===== src/sdv_pkg.sv =====
package sdv_pkg;
   // ****************************************
   // Register map
   // ****************************************
   localparam logic [7:0] ADDR_PRESET3 = 8'h35;
   localparam logic [7:0] ADDR_PRESET4 = 8'h36;
   localparam logic [7:0] ADDR_RANGE_RAMP = 8'h37;
   localparam logic [7:0] ADDR_ENABLE_GOOD = 8'h38;
   localparam logic [7:0] ADDR_PRIMARY = 8'h32;

   // ****************************************
   // Reset values
   // ****************************************
   localparam logic [6:0] RST_PRESET3 = 7'h54;
   localparam logic [6:0] RST_PRESET4 = 7'h20;
   localparam logic [6:0] RST_PRIMARY = 7'h38;
   localparam logic RST_WIDE_RANGE = 1'h1;
   localparam logic [1:0] RST_RAMP = 2'h0;
   localparam logic [2:0] RST_ENABLE_MODE = 3'h0;
   localparam logic RST_GOOD_MON = 1'h1;

   // ****************************************
   // Field positions
   // ****************************************
   localparam int WIDE_RANGE_BIT = 5;
   localparam int RAMP_LSB = 3;
   localparam int MODE_LSB = 5;
   localparam int GOOD_MON_BIT = 3;
   localparam int GOOD_FLAG_BIT = 1;

   // ****************************************
   // Enable modes
   // ****************************************
   localparam logic [2:0] MODE_SEQ_D = 3'h3;
   localparam logic [2:0] MODE_OFF = 3'h4;
   localparam logic [2:0] MODE_ON = 3'h5;
   localparam logic [2:0] MODE_PIN = 3'h6;
   localparam logic [2:0] MODE_RSVD = 3'h7;

   // ****************************************
   // Ramp rates
   // ****************************************
   localparam logic [1:0] RAMP_INSTANT = 2'h0;
   localparam logic [1:0] RAMP_FAST = 2'h1;
   localparam logic [1:0] RAMP_MID = 2'h2;
   localparam logic [1:0] RAMP_SLOW = 2'h3;

   // Reference step time per rate, in ns per 12.5 mV fine step
   localparam int CLK_PERIOD_NS = 5;
   localparam int STEP_NS_FAST = 2500;
   localparam int STEP_NS_MID = 12500;
   localparam int STEP_NS_SLOW = 125000;
   localparam logic [15:0] STEP_CYC_FAST = 16'(STEP_NS_FAST / CLK_PERIOD_NS);
   localparam logic [15:0] STEP_CYC_MID = 16'(STEP_NS_MID / CLK_PERIOD_NS);
   localparam logic [15:0] STEP_CYC_SLOW = 16'(STEP_NS_SLOW / CLK_PERIOD_NS);

   // ****************************************
   // Code to fine units (12.5 mV above 0.4 V)
   // ****************************************
   localparam logic [9:0] WIDE_KNEE_CODE = 10'h70;
   localparam logic [9:0] WIDE_KNEE_FINE = 10'he0;
   localparam logic [9:0] WIDE_TOP_CODE = 10'h78;
   localparam logic [9:0] WIDE_TOP_FINE = 10'h100;

   typedef enum logic [2:0] {
      SDV_IDLE = 3'b001,
      SDV_WAIT = 3'b010,
      SDV_STEP = 3'b100
   } sdv_ramp_e;
endpackage


===== src/sdv_ramp.sv =====
`timescale 1ns/1ps
module sdv_ramp (
   // Clocking
   input wire logic clk,
   input wire logic rst,
   input wire logic clkEn,
   input wire logic softRst,
   // Control
   input wire logic [9:0] target,
   input wire logic [1:0] rate,
   // Reference
   output logic [9:0] reference
);
   import sdv_pkg::*;

   sdv_ramp_e state_reg, state_next;
   logic [9:0] ref_reg, ref_next;
   logic [15:0] cnt_reg, cnt_next;
   wire logic [15:0] stepCyc;
   wire logic differ;

   assign differ = (ref_reg != target);
   assign stepCyc = (rate == RAMP_FAST) ? STEP_CYC_FAST :
                    (rate == RAMP_MID) ? STEP_CYC_MID : STEP_CYC_SLOW;
   assign reference = ref_reg;

   always_comb begin
      state_next = state_reg;
      ref_next = ref_reg;
      cnt_next = cnt_reg;
      case (state_reg)
         SDV_IDLE: begin
            if (differ && rate == RAMP_INSTANT) begin
               ref_next = target;
            end else if (differ) begin
               cnt_next = stepCyc - 16'h1;
               state_next = SDV_WAIT;
            end
         end
         SDV_WAIT: begin
            if (rate == RAMP_INSTANT || !differ) begin
               state_next = SDV_IDLE;
            end else if (cnt_reg == 16'h0) begin
               state_next = SDV_STEP;
            end else begin
               cnt_next = cnt_reg - 16'h1;
            end
         end
         SDV_STEP: begin
            if (ref_reg < target) begin
               ref_next = ref_reg + 10'h1;
            end else if (ref_reg > target) begin
               ref_next = ref_reg - 10'h1;
            end
            state_next = SDV_IDLE;
         end
         default: state_next = SDV_IDLE;
      endcase
   end

   always_ff @(posedge clk or posedge rst) begin
      if (rst) begin
         state_reg <= SDV_IDLE;
         ref_reg <= 10'h0;
         cnt_reg <= 16'h0;
      end else if (clkEn) begin
         if (softRst) begin
            state_reg <= SDV_IDLE;
            cnt_reg <= 16'h0;
            ref_reg <= target;
         end else begin
            state_reg <= state_next;
            ref_reg <= ref_next;
            cnt_reg <= cnt_next;
         end
      end
   end
endmodule // sdv_ramp


===== src/sdv_dvs_regs.sv =====
`timescale 1ns/1ps
// Summary of operation
// - Preset three code, reset 54h
// - Preset four code, reset 20h
// - Narrow range: 12.5 mV steps to 1.575 V
// - Wide range: 25 mV, then 50 mV steps
// - Modes 000-011: sequenced at slot a-d
// - Mode 100 off, 101 on, unsequenced
// - Mode 110 pin controlled; 111 reserved
// - Bit 3 enables output good monitoring
// - Bit 1 reports output good, read only
// - Primary code writable or mirrors pin preset
module sdv_dvs_regs (
   // Clock and reset
   input wire logic clk,
   input wire logic rst,
   input wire logic clkEn,
   input wire logic softRst,
   // Register port
   input wire logic [7:0] regAddr,
   input wire logic [7:0] regWrData,
   input wire logic regWrEn,
   input wire logic regRdEn,
   output logic [7:0] regRdData,
   // Preset selection and pins
   input wire logic pinSelect,
   input wire logic [1:0] pinPreset,
   input wire logic [6:0] preset1Code,
   input wire logic [6:0] preset2Code,
   input wire logic thirdGeneralPin,
   // Sequencer and converter
   input wire logic [3:0] seqSlotActive,
   input wire logic outputGood,
   output logic convEnable,
   output logic inSequence,
   output logic [1:0] seqSlot,
   output logic goodMonEnable,
   output logic wideRange,
   output logic [9:0] referenceFine
);
   import sdv_pkg::*;

   // ****************************************
   // Storage
   // ****************************************
   logic [6:0] preset3_reg;
   logic [6:0] preset4_reg;
   logic [6:0] primary_reg;
   logic wide_reg;
   logic [1:0] ramp_reg;
   logic [2:0] mode_reg;
   logic goodMon_reg;
   logic good_reg;
   logic [7:0] rdData_reg;
   logic convEn_reg;
   logic inSeq_reg;
   logic [1:0] slot_reg;
   logic wideOut_reg;
   logic monOut_reg;
   logic [9:0] refOut_reg;

   // ****************************************
   // Helpers
   // ****************************************
   function automatic logic [9:0] code_to_fine(input logic [6:0] code,
                                               input logic wide);
      logic [9:0] c;
      c = {3'h0, code};
      if (!wide) begin
         code_to_fine = c;
      end else if (c <= WIDE_KNEE_CODE) begin
         code_to_fine = {c[8:0], 1'b0};
      end else if (c > WIDE_TOP_CODE) begin
         // Codes past the top hold at full scale
         code_to_fine = WIDE_TOP_FINE;
      end else begin
         code_to_fine = WIDE_KNEE_FINE + {c[7:0] - WIDE_KNEE_CODE[7:0], 2'b00};
      end
   endfunction

   // ****************************************
   // Decode
   // ****************************************
   wire logic hitP3 = (regAddr == ADDR_PRESET3);
   wire logic hitP4 = (regAddr == ADDR_PRESET4);
   wire logic hitRr = (regAddr == ADDR_RANGE_RAMP);
   wire logic hitEg = (regAddr == ADDR_ENABLE_GOOD);
   wire logic hitPr = (regAddr == ADDR_PRIMARY);
   wire logic wrP3 = regWrEn && hitP3;
   wire logic wrP4 = regWrEn && hitP4;
   wire logic wrRr = regWrEn && hitRr;
   wire logic wrEg = regWrEn && hitEg &&
                     regWrData[MODE_LSB +: 3] != MODE_RSVD;
   wire logic wrPr = regWrEn && hitPr && !pinSelect;

   wire logic [6:0] pinCode;
   assign pinCode = (pinPreset == 2'h0) ? preset1Code :
                    (pinPreset == 2'h1) ? preset2Code :
                    (pinPreset == 2'h2) ? preset3_reg : preset4_reg;
   wire logic [6:0] activeCode;
   assign activeCode = pinSelect ? pinCode : primary_reg;

   wire logic [7:0] rdRangeRamp;
   assign rdRangeRamp = (8'(wide_reg) << WIDE_RANGE_BIT) |
                        (8'(ramp_reg) << RAMP_LSB);
   wire logic [7:0] rdEnableGood;
   assign rdEnableGood = (8'(mode_reg) << MODE_LSB) |
                         (8'(goodMon_reg) << GOOD_MON_BIT) |
                         (8'(good_reg) << GOOD_FLAG_BIT);

   wire logic [7:0] rdMux;
   assign rdMux = hitP3 ? {1'b0, preset3_reg} :
                  hitP4 ? {1'b0, preset4_reg} :
                  hitRr ? rdRangeRamp :
                  hitEg ? rdEnableGood :
                  hitPr ? {1'b0, activeCode} : 8'h00;

   // ****************************************
   // Enable mode
   // ****************************************
   wire logic modeSeq = (mode_reg <= MODE_SEQ_D);
   wire logic enNext;
   assign enNext = modeSeq ? seqSlotActive[mode_reg[1:0]] :
                   (mode_reg == MODE_ON) ? 1'b1 :
                   (mode_reg == MODE_PIN) ? thirdGeneralPin :
                   1'b0;

   // ****************************************
   // Ramp
   // ****************************************
   wire logic [9:0] rampRef;
   sdv_ramp u_ramp (
      .clk(clk),
      .rst(rst),
      .clkEn(clkEn),
      .softRst(softRst),
      .target(code_to_fine(activeCode, wide_reg)),
      .rate(ramp_reg),
      .reference(rampRef)
   );

   // ****************************************
   // Registers
   // ****************************************
   always_ff @(posedge clk or posedge rst) begin
      if (rst) begin
         preset3_reg <= RST_PRESET3;
         preset4_reg <= RST_PRESET4;
         primary_reg <= RST_PRIMARY;
         wide_reg <= RST_WIDE_RANGE;
         ramp_reg <= RST_RAMP;
         mode_reg <= RST_ENABLE_MODE;
         goodMon_reg <= RST_GOOD_MON;
      end else if (clkEn) begin
         if (softRst) begin
            preset3_reg <= RST_PRESET3;
            preset4_reg <= RST_PRESET4;
            primary_reg <= RST_PRIMARY;
            wide_reg <= RST_WIDE_RANGE;
            ramp_reg <= RST_RAMP;
            mode_reg <= RST_ENABLE_MODE;
            goodMon_reg <= RST_GOOD_MON;
         end else begin
            if (wrP3) begin
               preset3_reg <= regWrData[6:0];
            end
            if (wrP4) begin
               preset4_reg <= regWrData[6:0];
            end
            if (wrPr) begin
               primary_reg <= regWrData[6:0];
            end
            if (wrRr) begin
               wide_reg <= regWrData[WIDE_RANGE_BIT];
               ramp_reg <= regWrData[RAMP_LSB +: 2];
            end
            if (wrEg) begin
               mode_reg <= regWrData[MODE_LSB +: 3];
               goodMon_reg <= regWrData[GOOD_MON_BIT];
            end
         end
      end
   end

   always_ff @(posedge clk or posedge rst) begin
      if (rst) begin
         good_reg <= 1'b0;
         rdData_reg <= 8'h00;
         convEn_reg <= 1'b0;
         inSeq_reg <= 1'b0;
         slot_reg <= 2'h0;
         wideOut_reg <= 1'b0;
         monOut_reg <= 1'b0;
         refOut_reg <= 10'h0;
      end else if (clkEn) begin
         good_reg <= outputGood;
         if (regRdEn) begin
            rdData_reg <= rdMux;
         end
         convEn_reg <= enNext;
         inSeq_reg <= modeSeq;
         slot_reg <= mode_reg[1:0];
         wideOut_reg <= wide_reg;
         monOut_reg <= goodMon_reg;
         refOut_reg <= rampRef;
      end
   end

   assign regRdData = rdData_reg;
   assign convEnable = convEn_reg;
   assign inSequence = inSeq_reg;
   assign seqSlot = slot_reg;
   assign goodMonEnable = monOut_reg;
   assign wideRange = wideOut_reg;
   assign referenceFine = refOut_reg;
endmodule // sdv_dvs_regs


===== config.mk =====
export PLATFORM = sky130hd
export DESIGN_NAME = sdv_dvs_regs
export DESIGN_NICKNAME = d
export VERILOG_FILES = /design/src/sdv_pkg.sv /design/src/sdv_ramp.sv /design/src/sdv_dvs_regs.sv
export SDC_FILE = /design/constraint.sdc
export NUM_CORES = 1
export LEC_CHECK = 0
export ABC_CLOCK_PERIOD_IN_PS = 17700
export BUFFER_PORTS_ARGS = -buffer_cell sky130_fd_sc_hd__buf_2
export CAP_MARGIN = 5
export CORE_AREA = 3 3 114 116
export DETAILED_ROUTE_END_ITERATION = 10
export DIE_AREA = 0 0 117 119
export PLACE_DENSITY = 0.65
export RECOVER_POWER = 25
export SYNTH_ARGS = -nofsm -noshare
export SYNTH_HDL_FRONTEND = slang
export SYNTH_SLANG_ARGS = --single-unit
export TNS_END_PERCENT = 5

===== constraint.sdc =====
create_clock -name clk -period 17.7 [get_ports clk]
set_input_delay 1.77 -clock clk [delete_from_list [all_inputs] [get_ports clk]]
set_output_delay 1.77 -clock clk [all_outputs]
set_load 0.02 [all_outputs]

==> run_results.csv, run 1 <==
group,metric,value,unit
clocking,cts_tree,"yes",
setup_path,reg2reg_slack,11.06,ns
floorplan,ios,69,
global_route,grt_pass1_vias,4351,
finish,diodes,0,
placed_design,port_buffers,68,
hold_path,min_from,"regRdData[3]",
setup_path,end_kind,"register",
finish,syn_to_final_growth,13.5,%
routing,wl_met1,5910,um
logic_synthesis,syn_area_per_cell,9.73,sq um
floorplan,std_cell_rows,40,
setup_path,cp_data_required_time,17.97,ns
clocking,cts_resized,0,
placed_design,place_area,5760,sq um
logic_synthesis,synth_ff_type,"dfrtp_1",
placed_design,place_congestion,0.865,
sta,slew_headroom,-192,%
logic_synthesis,async_flop_share,100,%
finish,fill_cells,1133,
global_route,groute.usage.overall,20.1,%
finish,fin_cells,759,
logic_synthesis,synthMuxAreaShare,13.4,%
logic_synthesis,synth_compound_area_share,17.4,%
sta,tns,0,ns
clocking,numCtsBuffers,9,
setup_path,rr_endpoint,"u_ramp.reference[9]",
floorplan,die_w,117,um
sta,hold_viol,0,
logic_synthesis,yosys.area_share.adder,6.90,%
logic_synthesis,synthXorXnorAreaFrac,1.47,%
logic_synthesis,synthSimpleGateAreaFrac,17.9,%
logic_synthesis,ys_types,76,
clocking,cts_max_level,3,
logic_synthesis,synth_top_area_share,33.6,%
sta,fin_worst_skew,0.00900,ns
logic_synthesis,yosysMostFrequentCell,"dfrtp_1",
logic_synthesis,syn_nets,626,
global_route,grt_max_degree,83,
routing,dr_wl_met3,766,um
logic_synthesis,synth_seq_cells,82,
logic_synthesis,synth_area,5370,sq um
routing,top_layer,"met4",
power,power.total,0.738,mW
clocking,post_cts.repair.setup_buffers,0,
global_route,antenna_found_initial,0,
logic_synthesis,synthTopCellsByArea,"dfrtp_1, mux2_2, ha_1",
setup_path,startpoint_type,"input pin",
sta,fin_crit_sh,45.2,%
floorplan,core-area,12000,sq um
sta,slew_violations,114,
routing,firstDrtPassIters,6,
routing,wl_per_cell,17.5,um
routing,drt_iter0_markers,339,
routing,routed_wl,13300,um
sta,setup_violations,0,
finish,final_layout_size_suffix_gt1_share,26.1,%
placed_design,dp.cells,743,
sta,min_period,8.00,ns
logic_synthesis,synth_top_family_by_area,"simple AND/OR/NAND/NOR gates",
finish,final_nets,681,
clocking,cts_root_buf,"clkbuf_16",
floorplan,die-area,13900,sq um
setup_path,reg2reg_from,"preset4_reg[4]",
sta,holdWs,0.483,ns
logic_synthesis,synth.largest_area_cell,"dfrtp_1",
power,total_leakage_power,2.72,nW
logic_synthesis,synth-edff-count,0,
routing,via_count,4447,
hold_path,holdCritPathClass,"reg -> reg",
status,failed_checks,"max-capacitance violations, max-slew violations",
hold_path,whs_path_depth,2,
job,maxCapViolations,2,
clocking,clk_latency,0.35,ns
routing,drc,0,
logic_synthesis,synthCells,552,
status,outcome,"finished with violations",
routing,met2_length,6370,um
floorplan,start_util,44.7,%
floorplan,die-height,119,um
logic_synthesis,synth_warnings,0,
routing,route.antenna.remaining_nets,0,
setup_path,arrival,8.27,ns
sta,worstMarginPinSlew,4.38,ns
sta,fmax,125,MHz
global_route,grt_pass1_wl,21900,um
placed_design,hpwlAfterDp,9920,um
setup_path,critPathKind,"in -> reg",
routing,viasPerCell,5.86,
logic_synthesis,ys_seq_area_share,38.5,%
power,vdd_drop_max,0.0755,mV
clocking,postCtsHoldBufs,0,
clocking,path_clk_slew,0.06,ns
power,pwr_density_cell,121,nW/um^2
hold_path,hold_end,"regRdData[3]",
clocking,cts_buffer_depth,2,
clocking,cts.sinks,82,
finish,design_area,6100,sq um
finish,largest_register_ffs,16,
sta,rsz0062_at_grt,"no",
setup_path,path_max_fanout,8,
setup_path,r2r_cells,23,
logic_synthesis,yosys-top-cells-count,"dfrtp_1, nand2_1, nor2_1",
global_route,grt_overflow_total,0,
worst max-delay path by stage:
| stage | start | end | cells past startpoint |
|---|---|---|---|
| after floorplan | pinPreset[0] | u_ramp.reference[9] | 25 |
| after global placement | pinPreset[0] | u_ramp.reference[9] | 25 |
| after detailed placement | pinPreset[0] | u_ramp.reference[9] | 25 |
| after CTS | pinPreset[0] | u_ramp.reference[9] | 24 |
| after global routing | pinPreset[0] | u_ramp.reference[9] | 25 |
| final | pinPreset[0] | u_ramp.reference[9] | 24 |
placed cells by master (no fill, tap or decap), types with 6 or more instances in the layout:
| master | n |
|---|---|
| clkbuf_16 | 9 |
| nand3_1 | 12 |
| nor2b_1 | 15 |
| nand2_1 | 48 |
| nor3_1 | 10 |
| dfrtp_1 | 72 |
| dfstp_2 | 10 |
| o21ai_0 | 42 |
| ha_1 | 28 |
| a21oi_1 | 36 |
| nor3b_1 | 6 |
| inv_1 | 24 |
| o211ai_1 | 11 |
| buf_2 | 67 |
| mux2_2 | 40 |
| nor2_1 | 43 |
| or2_2 | 6 |
| or3_1 | 8 |
per-layer routing:
metal	vias up	GRT usage, %
met5	-	0
met4	0	6.74
met3	20	5.34
met2	126	31.9
met1	2153	26.5
li1	2148	-
stage by stage:
step / setup slack (ns) / util, %
finish: 9.70 / 50.7
global placement: 9.72 / 47.9
CTS: 9.77 / 50.8
floorplan: 10.30 / -
detailed placement: 9.44 / 47.9
global route: 9.23 / 50.7
cell families after synthesis:
| group | count (synthesis) |
|---|---|
| flip-flops | 82 |
| AO/OA/AOI/OAI | 144 |
| AND/OR/NAND/NOR | 184 |
| multiplexers | 54 |
| buffers and inverters | 50 |
| XOR/XNOR | 9 |
| adder cells (fa/ha/maj) | 29 |
layout make-up:
type	instances	area, sq um	share of cell area, %
repair buffers	69	343	5.62
multi-input cells	420	3070	50.3
inverters	25	95.1	1.56
flip-flops and latches	82	2060	33.9
clock inverters	6	114	1.87
clock buffers	10	229	3.76
well taps	147	184	3.02
worst max-delay path, stage by stage:
cell	delay, ns
buf_2	0.23
mux4_1	0.59
nand2_1	0.13
a21boi_0	0.33
inv_1	0.22
ha_1	0.35
o21ai_0	0.38
a21o_1	0.14
a21oi_1	0.06
a311o_1	0.29
or4_4	0.44
ha_1	0.23
nor2_1	0.11
nand2_1	0.06
o221ai_1	0.41
inv_1	0.29
ha_1	0.34
a21oi_1	0.18
o211ai_1	0.14
o41ai_1	0.43
o21ai_0	0.21
xor2_1	0.18
or4_2	0.67
o211ai_2	0.08
power by group:
group	switching (mW)	total (mW)	internal [mW]
combinational	0.151	0.270	0.119
sequential	0.0302	0.250	0.220
clock	0.0795	0.218	0.138
Power figures use the tool's default switching activity.
==> inputs of run 2 (changes only) <==
--- a/config.mk
+++ b/config.mk
@@ -5,13 +5,14 @@
 export SDC_FILE = /design/constraint.sdc
 export NUM_CORES = 1
 export LEC_CHECK = 0
-export ABC_CLOCK_PERIOD_IN_PS = 17700
+export ABC_AREA = 1
+export ABC_CLOCK_PERIOD_IN_PS = 6500
 export BUFFER_PORTS_ARGS = -buffer_cell sky130_fd_sc_hd__buf_2
 export CAP_MARGIN = 5
-export CORE_AREA = 3 3 114 116
+export CORE_AREA = 3 3 116 118
 export DETAILED_ROUTE_END_ITERATION = 10
-export DIE_AREA = 0 0 117 119
-export PLACE_DENSITY = 0.65
+export DIE_AREA = 0 0 119 121
+export PLACE_DENSITY = 0.68
 export RECOVER_POWER = 25
 export SYNTH_ARGS = -nofsm -noshare
 export SYNTH_HDL_FRONTEND = slang
==> constraint.sdc (replaced) <==
create_clock -name clk -period 6.5 [get_ports clk]
set_input_delay 0.65 -clock clk [delete_from_list [all_inputs] [get_ports clk]]
set_output_delay 0.65 -clock clk [all_outputs]
set_load 0.02 [all_outputs]
==> run_results.csv, run 2 <==
group,metric,value,unit
floorplan,die-height,121,um
clocking,clk_latency,0.34,ns
clocking,path_clk_slew,0.06,ns
routing,drc,0,
clocking,post_cts.repair.setup_buffers,0,
job,maxCapViolations,1,
sta,hold_viol,0,
logic_synthesis,syn_nets,845,
floorplan,ios,69,
sta,tns,0,ns
clocking,cts_root_buf,"clkbuf_16",
finish,final_util,50.5,%
clocking,cts_buffer_depth,2,
logic_synthesis,yosys-top-cells-count,"nand2_1, inv_1, nor2_1",
finish,largest_register_ffs,16,
sta,slew_headroom,-186,%
finish,design_area,6340,sq um
status,failed_checks,"max-capacitance violations, max-slew violations",
routing,drt_iter0_markers,386,
routing,routed_wl,14900,um
sta,fin_crit_sh,85.4,%
placed_design,hpwlAfterDp,11300,um
logic_synthesis,synth_top_area_share,32.3,%
global_route,groute.usage.overall,21.7,%
logic_synthesis,synth_warnings,0,
finish,final_nets,906,
routing,wl_per_cell,14.8,um
floorplan,start_util,44.4,%
sta,setup_violations,0,
routing,route.antenna.remaining_nets,0,
global_route,grt_overflow_total,0,
logic_synthesis,synthCells,771,
logic_synthesis,synth_ff_type,"dfrtp_1",
logic_synthesis,ys_types,52,
sta,fin_worst_skew,0.00677,ns
power,vdd_drop_max,0.176,mV
clocking,postCtsHoldBufs,0,
clocking,cts_resized,0,
floorplan,std_cell_rows,41,
logic_synthesis,synth_seq_cells,82,
setup_path,critPathKind,"in -> reg",
floorplan,die_w,119,um
power,power.total,2.12,mW
setup_path,cp_data_required_time,6.73,ns
hold_path,holdCritPathClass,"reg -> reg",
setup_path,path_max_fanout,11,
floorplan,core-area,12600,sq um
sta,fmax,180,MHz
global_route,grt_pass1_wl,25000,um
setup_path,max_stage_delay,0.43,ns
sta,min_period,5.55,ns
placed_design,dp.cells,993,
floorplan,die-area,14400,sq um
sta,rsz0062_at_grt,"no",
clocking,cts_max_level,3,
routing,firstDrtPassIters,5,
finish,syn_to_final_growth,13.7,%
setup_path,crit_top_cell,"nand2_1",
finish,layout_commonest_cell,"nand2_1",
setup_path,startpoint_type,"input pin",
logic_synthesis,synth.largest_area_cell,"dfrtp_1",
setup_path,path_delay_family,"simple AND/OR/NAND/NOR gates",
setup_path,arrival,5.78,ns
global_route,grt_max_degree,83,
sta,worstMarginPinSlew,4.30,ns
routing,viasPerCell,5.19,
logic_synthesis,yosysMostFrequentCell,"nand2_1",
placed_design,port_buffers,68,
logic_synthesis,synthTopCellsByArea,"dfrtp_1, nand2_1, inv_1",
logic_synthesis,synth_area,5580,sq um
clocking,cts_tree,"yes",
logic_synthesis,async_flop_share,100,%
placed_design,place_area,6060,sq um
logic_synthesis,syn_area_per_cell,7.24,sq um
clocking,cts.sinks,82,
finish,final_layout_size_suffix_gt1_share,16.2,%
setup_path,end_kind,"register",
logic_synthesis,ys_seq_area_share,37.0,%
routing,via_count,5233,
setup_path,cp_slowest_cell,"ha_1",
finish,fin_cells,1009,
finish,final_cell_mix,"nand2_1, inv_1, nor2_1",
placed_design,place_congestion,0.985,
status,outcome,"finished with violations",
logic_synthesis,synth-edff-count,0,
finish,diodes,0,
clocking,numCtsBuffers,9,
global_route,grt_pass1_vias,5071,
power,total_leakage_power,3.22,nW
setup_path,path_buf_inv,4,
global_route,antenna_found_initial,0,
sta,slew_violations,83,
power,pwr_density_cell,333,nW/um^2
## run 2: stage by stage
stage / setup WS (ns) / hold WS (ns)
floorplan: 1.07 / 0.442
global placement: 0.882 / 0.449
detailed placement: 0.719 / 0.454
CTS: 1.02 / 0.469
global route: 0.373 / 0.485
finish: 0.952 / 0.465
## run 2: cells by family after synthesis
logic type               synth area share, %
AO/OA/AOI/OAI                           16.1
XOR/XNOR                                2.51
adder cells (fa/ha/maj)                 6.64
buffers and inverters                   9.33
flip-flops                              37.0
multiplexers                           0.403
AND/OR/NAND/NOR                         28.1
## run 2: final timing paths
check	to	start	slack (ns)	cells past startpoint
setup / recovery	u_ramp.reference[7]	pinPreset[0]	0.95	36
hold / removal	referenceFine[6]	referenceFine[6]	0.46	2
setup reg to reg	u_ramp.reference[7]	preset3_reg[4]	1.12	32
hold reg to reg	referenceFine[6]	referenceFine[6]	0.46	2
max in group asynchronous	good_reg	rst	2.10	3
min in group asynchronous	u_ramp.cnt_reg[12]	rst	2.02	3
## run 2: worst register-to-register path: cells and delay by family (launching register included)
kind / cells / cell delay [ns]
AO/OA/AOI/OAI: 13 / 1.65
adder cells (fa/ha/maj): 4 / 1.23
buffers and inverters: 2 / 0.33
flip-flops: 1 / 0.58
AND/OR/NAND/NOR: 13 / 1.46
## run 2: layout make-up
class                           instances  area, sq um
Tap cell                              172          215
Clock buffer                           10          239
Clock inverter                          6         47.5
Sequential cell                        82         2060
Fill cell                            1255         6220
Multi-Input combinational cell        556         3000
Timing Repair Buffer                   71          359
Inverter                              112          422
## run 2: report_power, final
part	leakage, nW	total [mW]	switching, mW	internal [mW]
sequential	1.03	0.708	0.0905	0.617
combinational	2.05	0.914	0.578	0.336
clock	0.139	0.494	0.221	0.273
## run 2: per-layer routing
metal	wire [um]	GRT usage, %	vias up
met3	805	3.17	16
met5	0	0	-
met2	6730	34.0	142
met4	184	5.43	0
met1	7160	31.8	2437
li1	-	-	2638
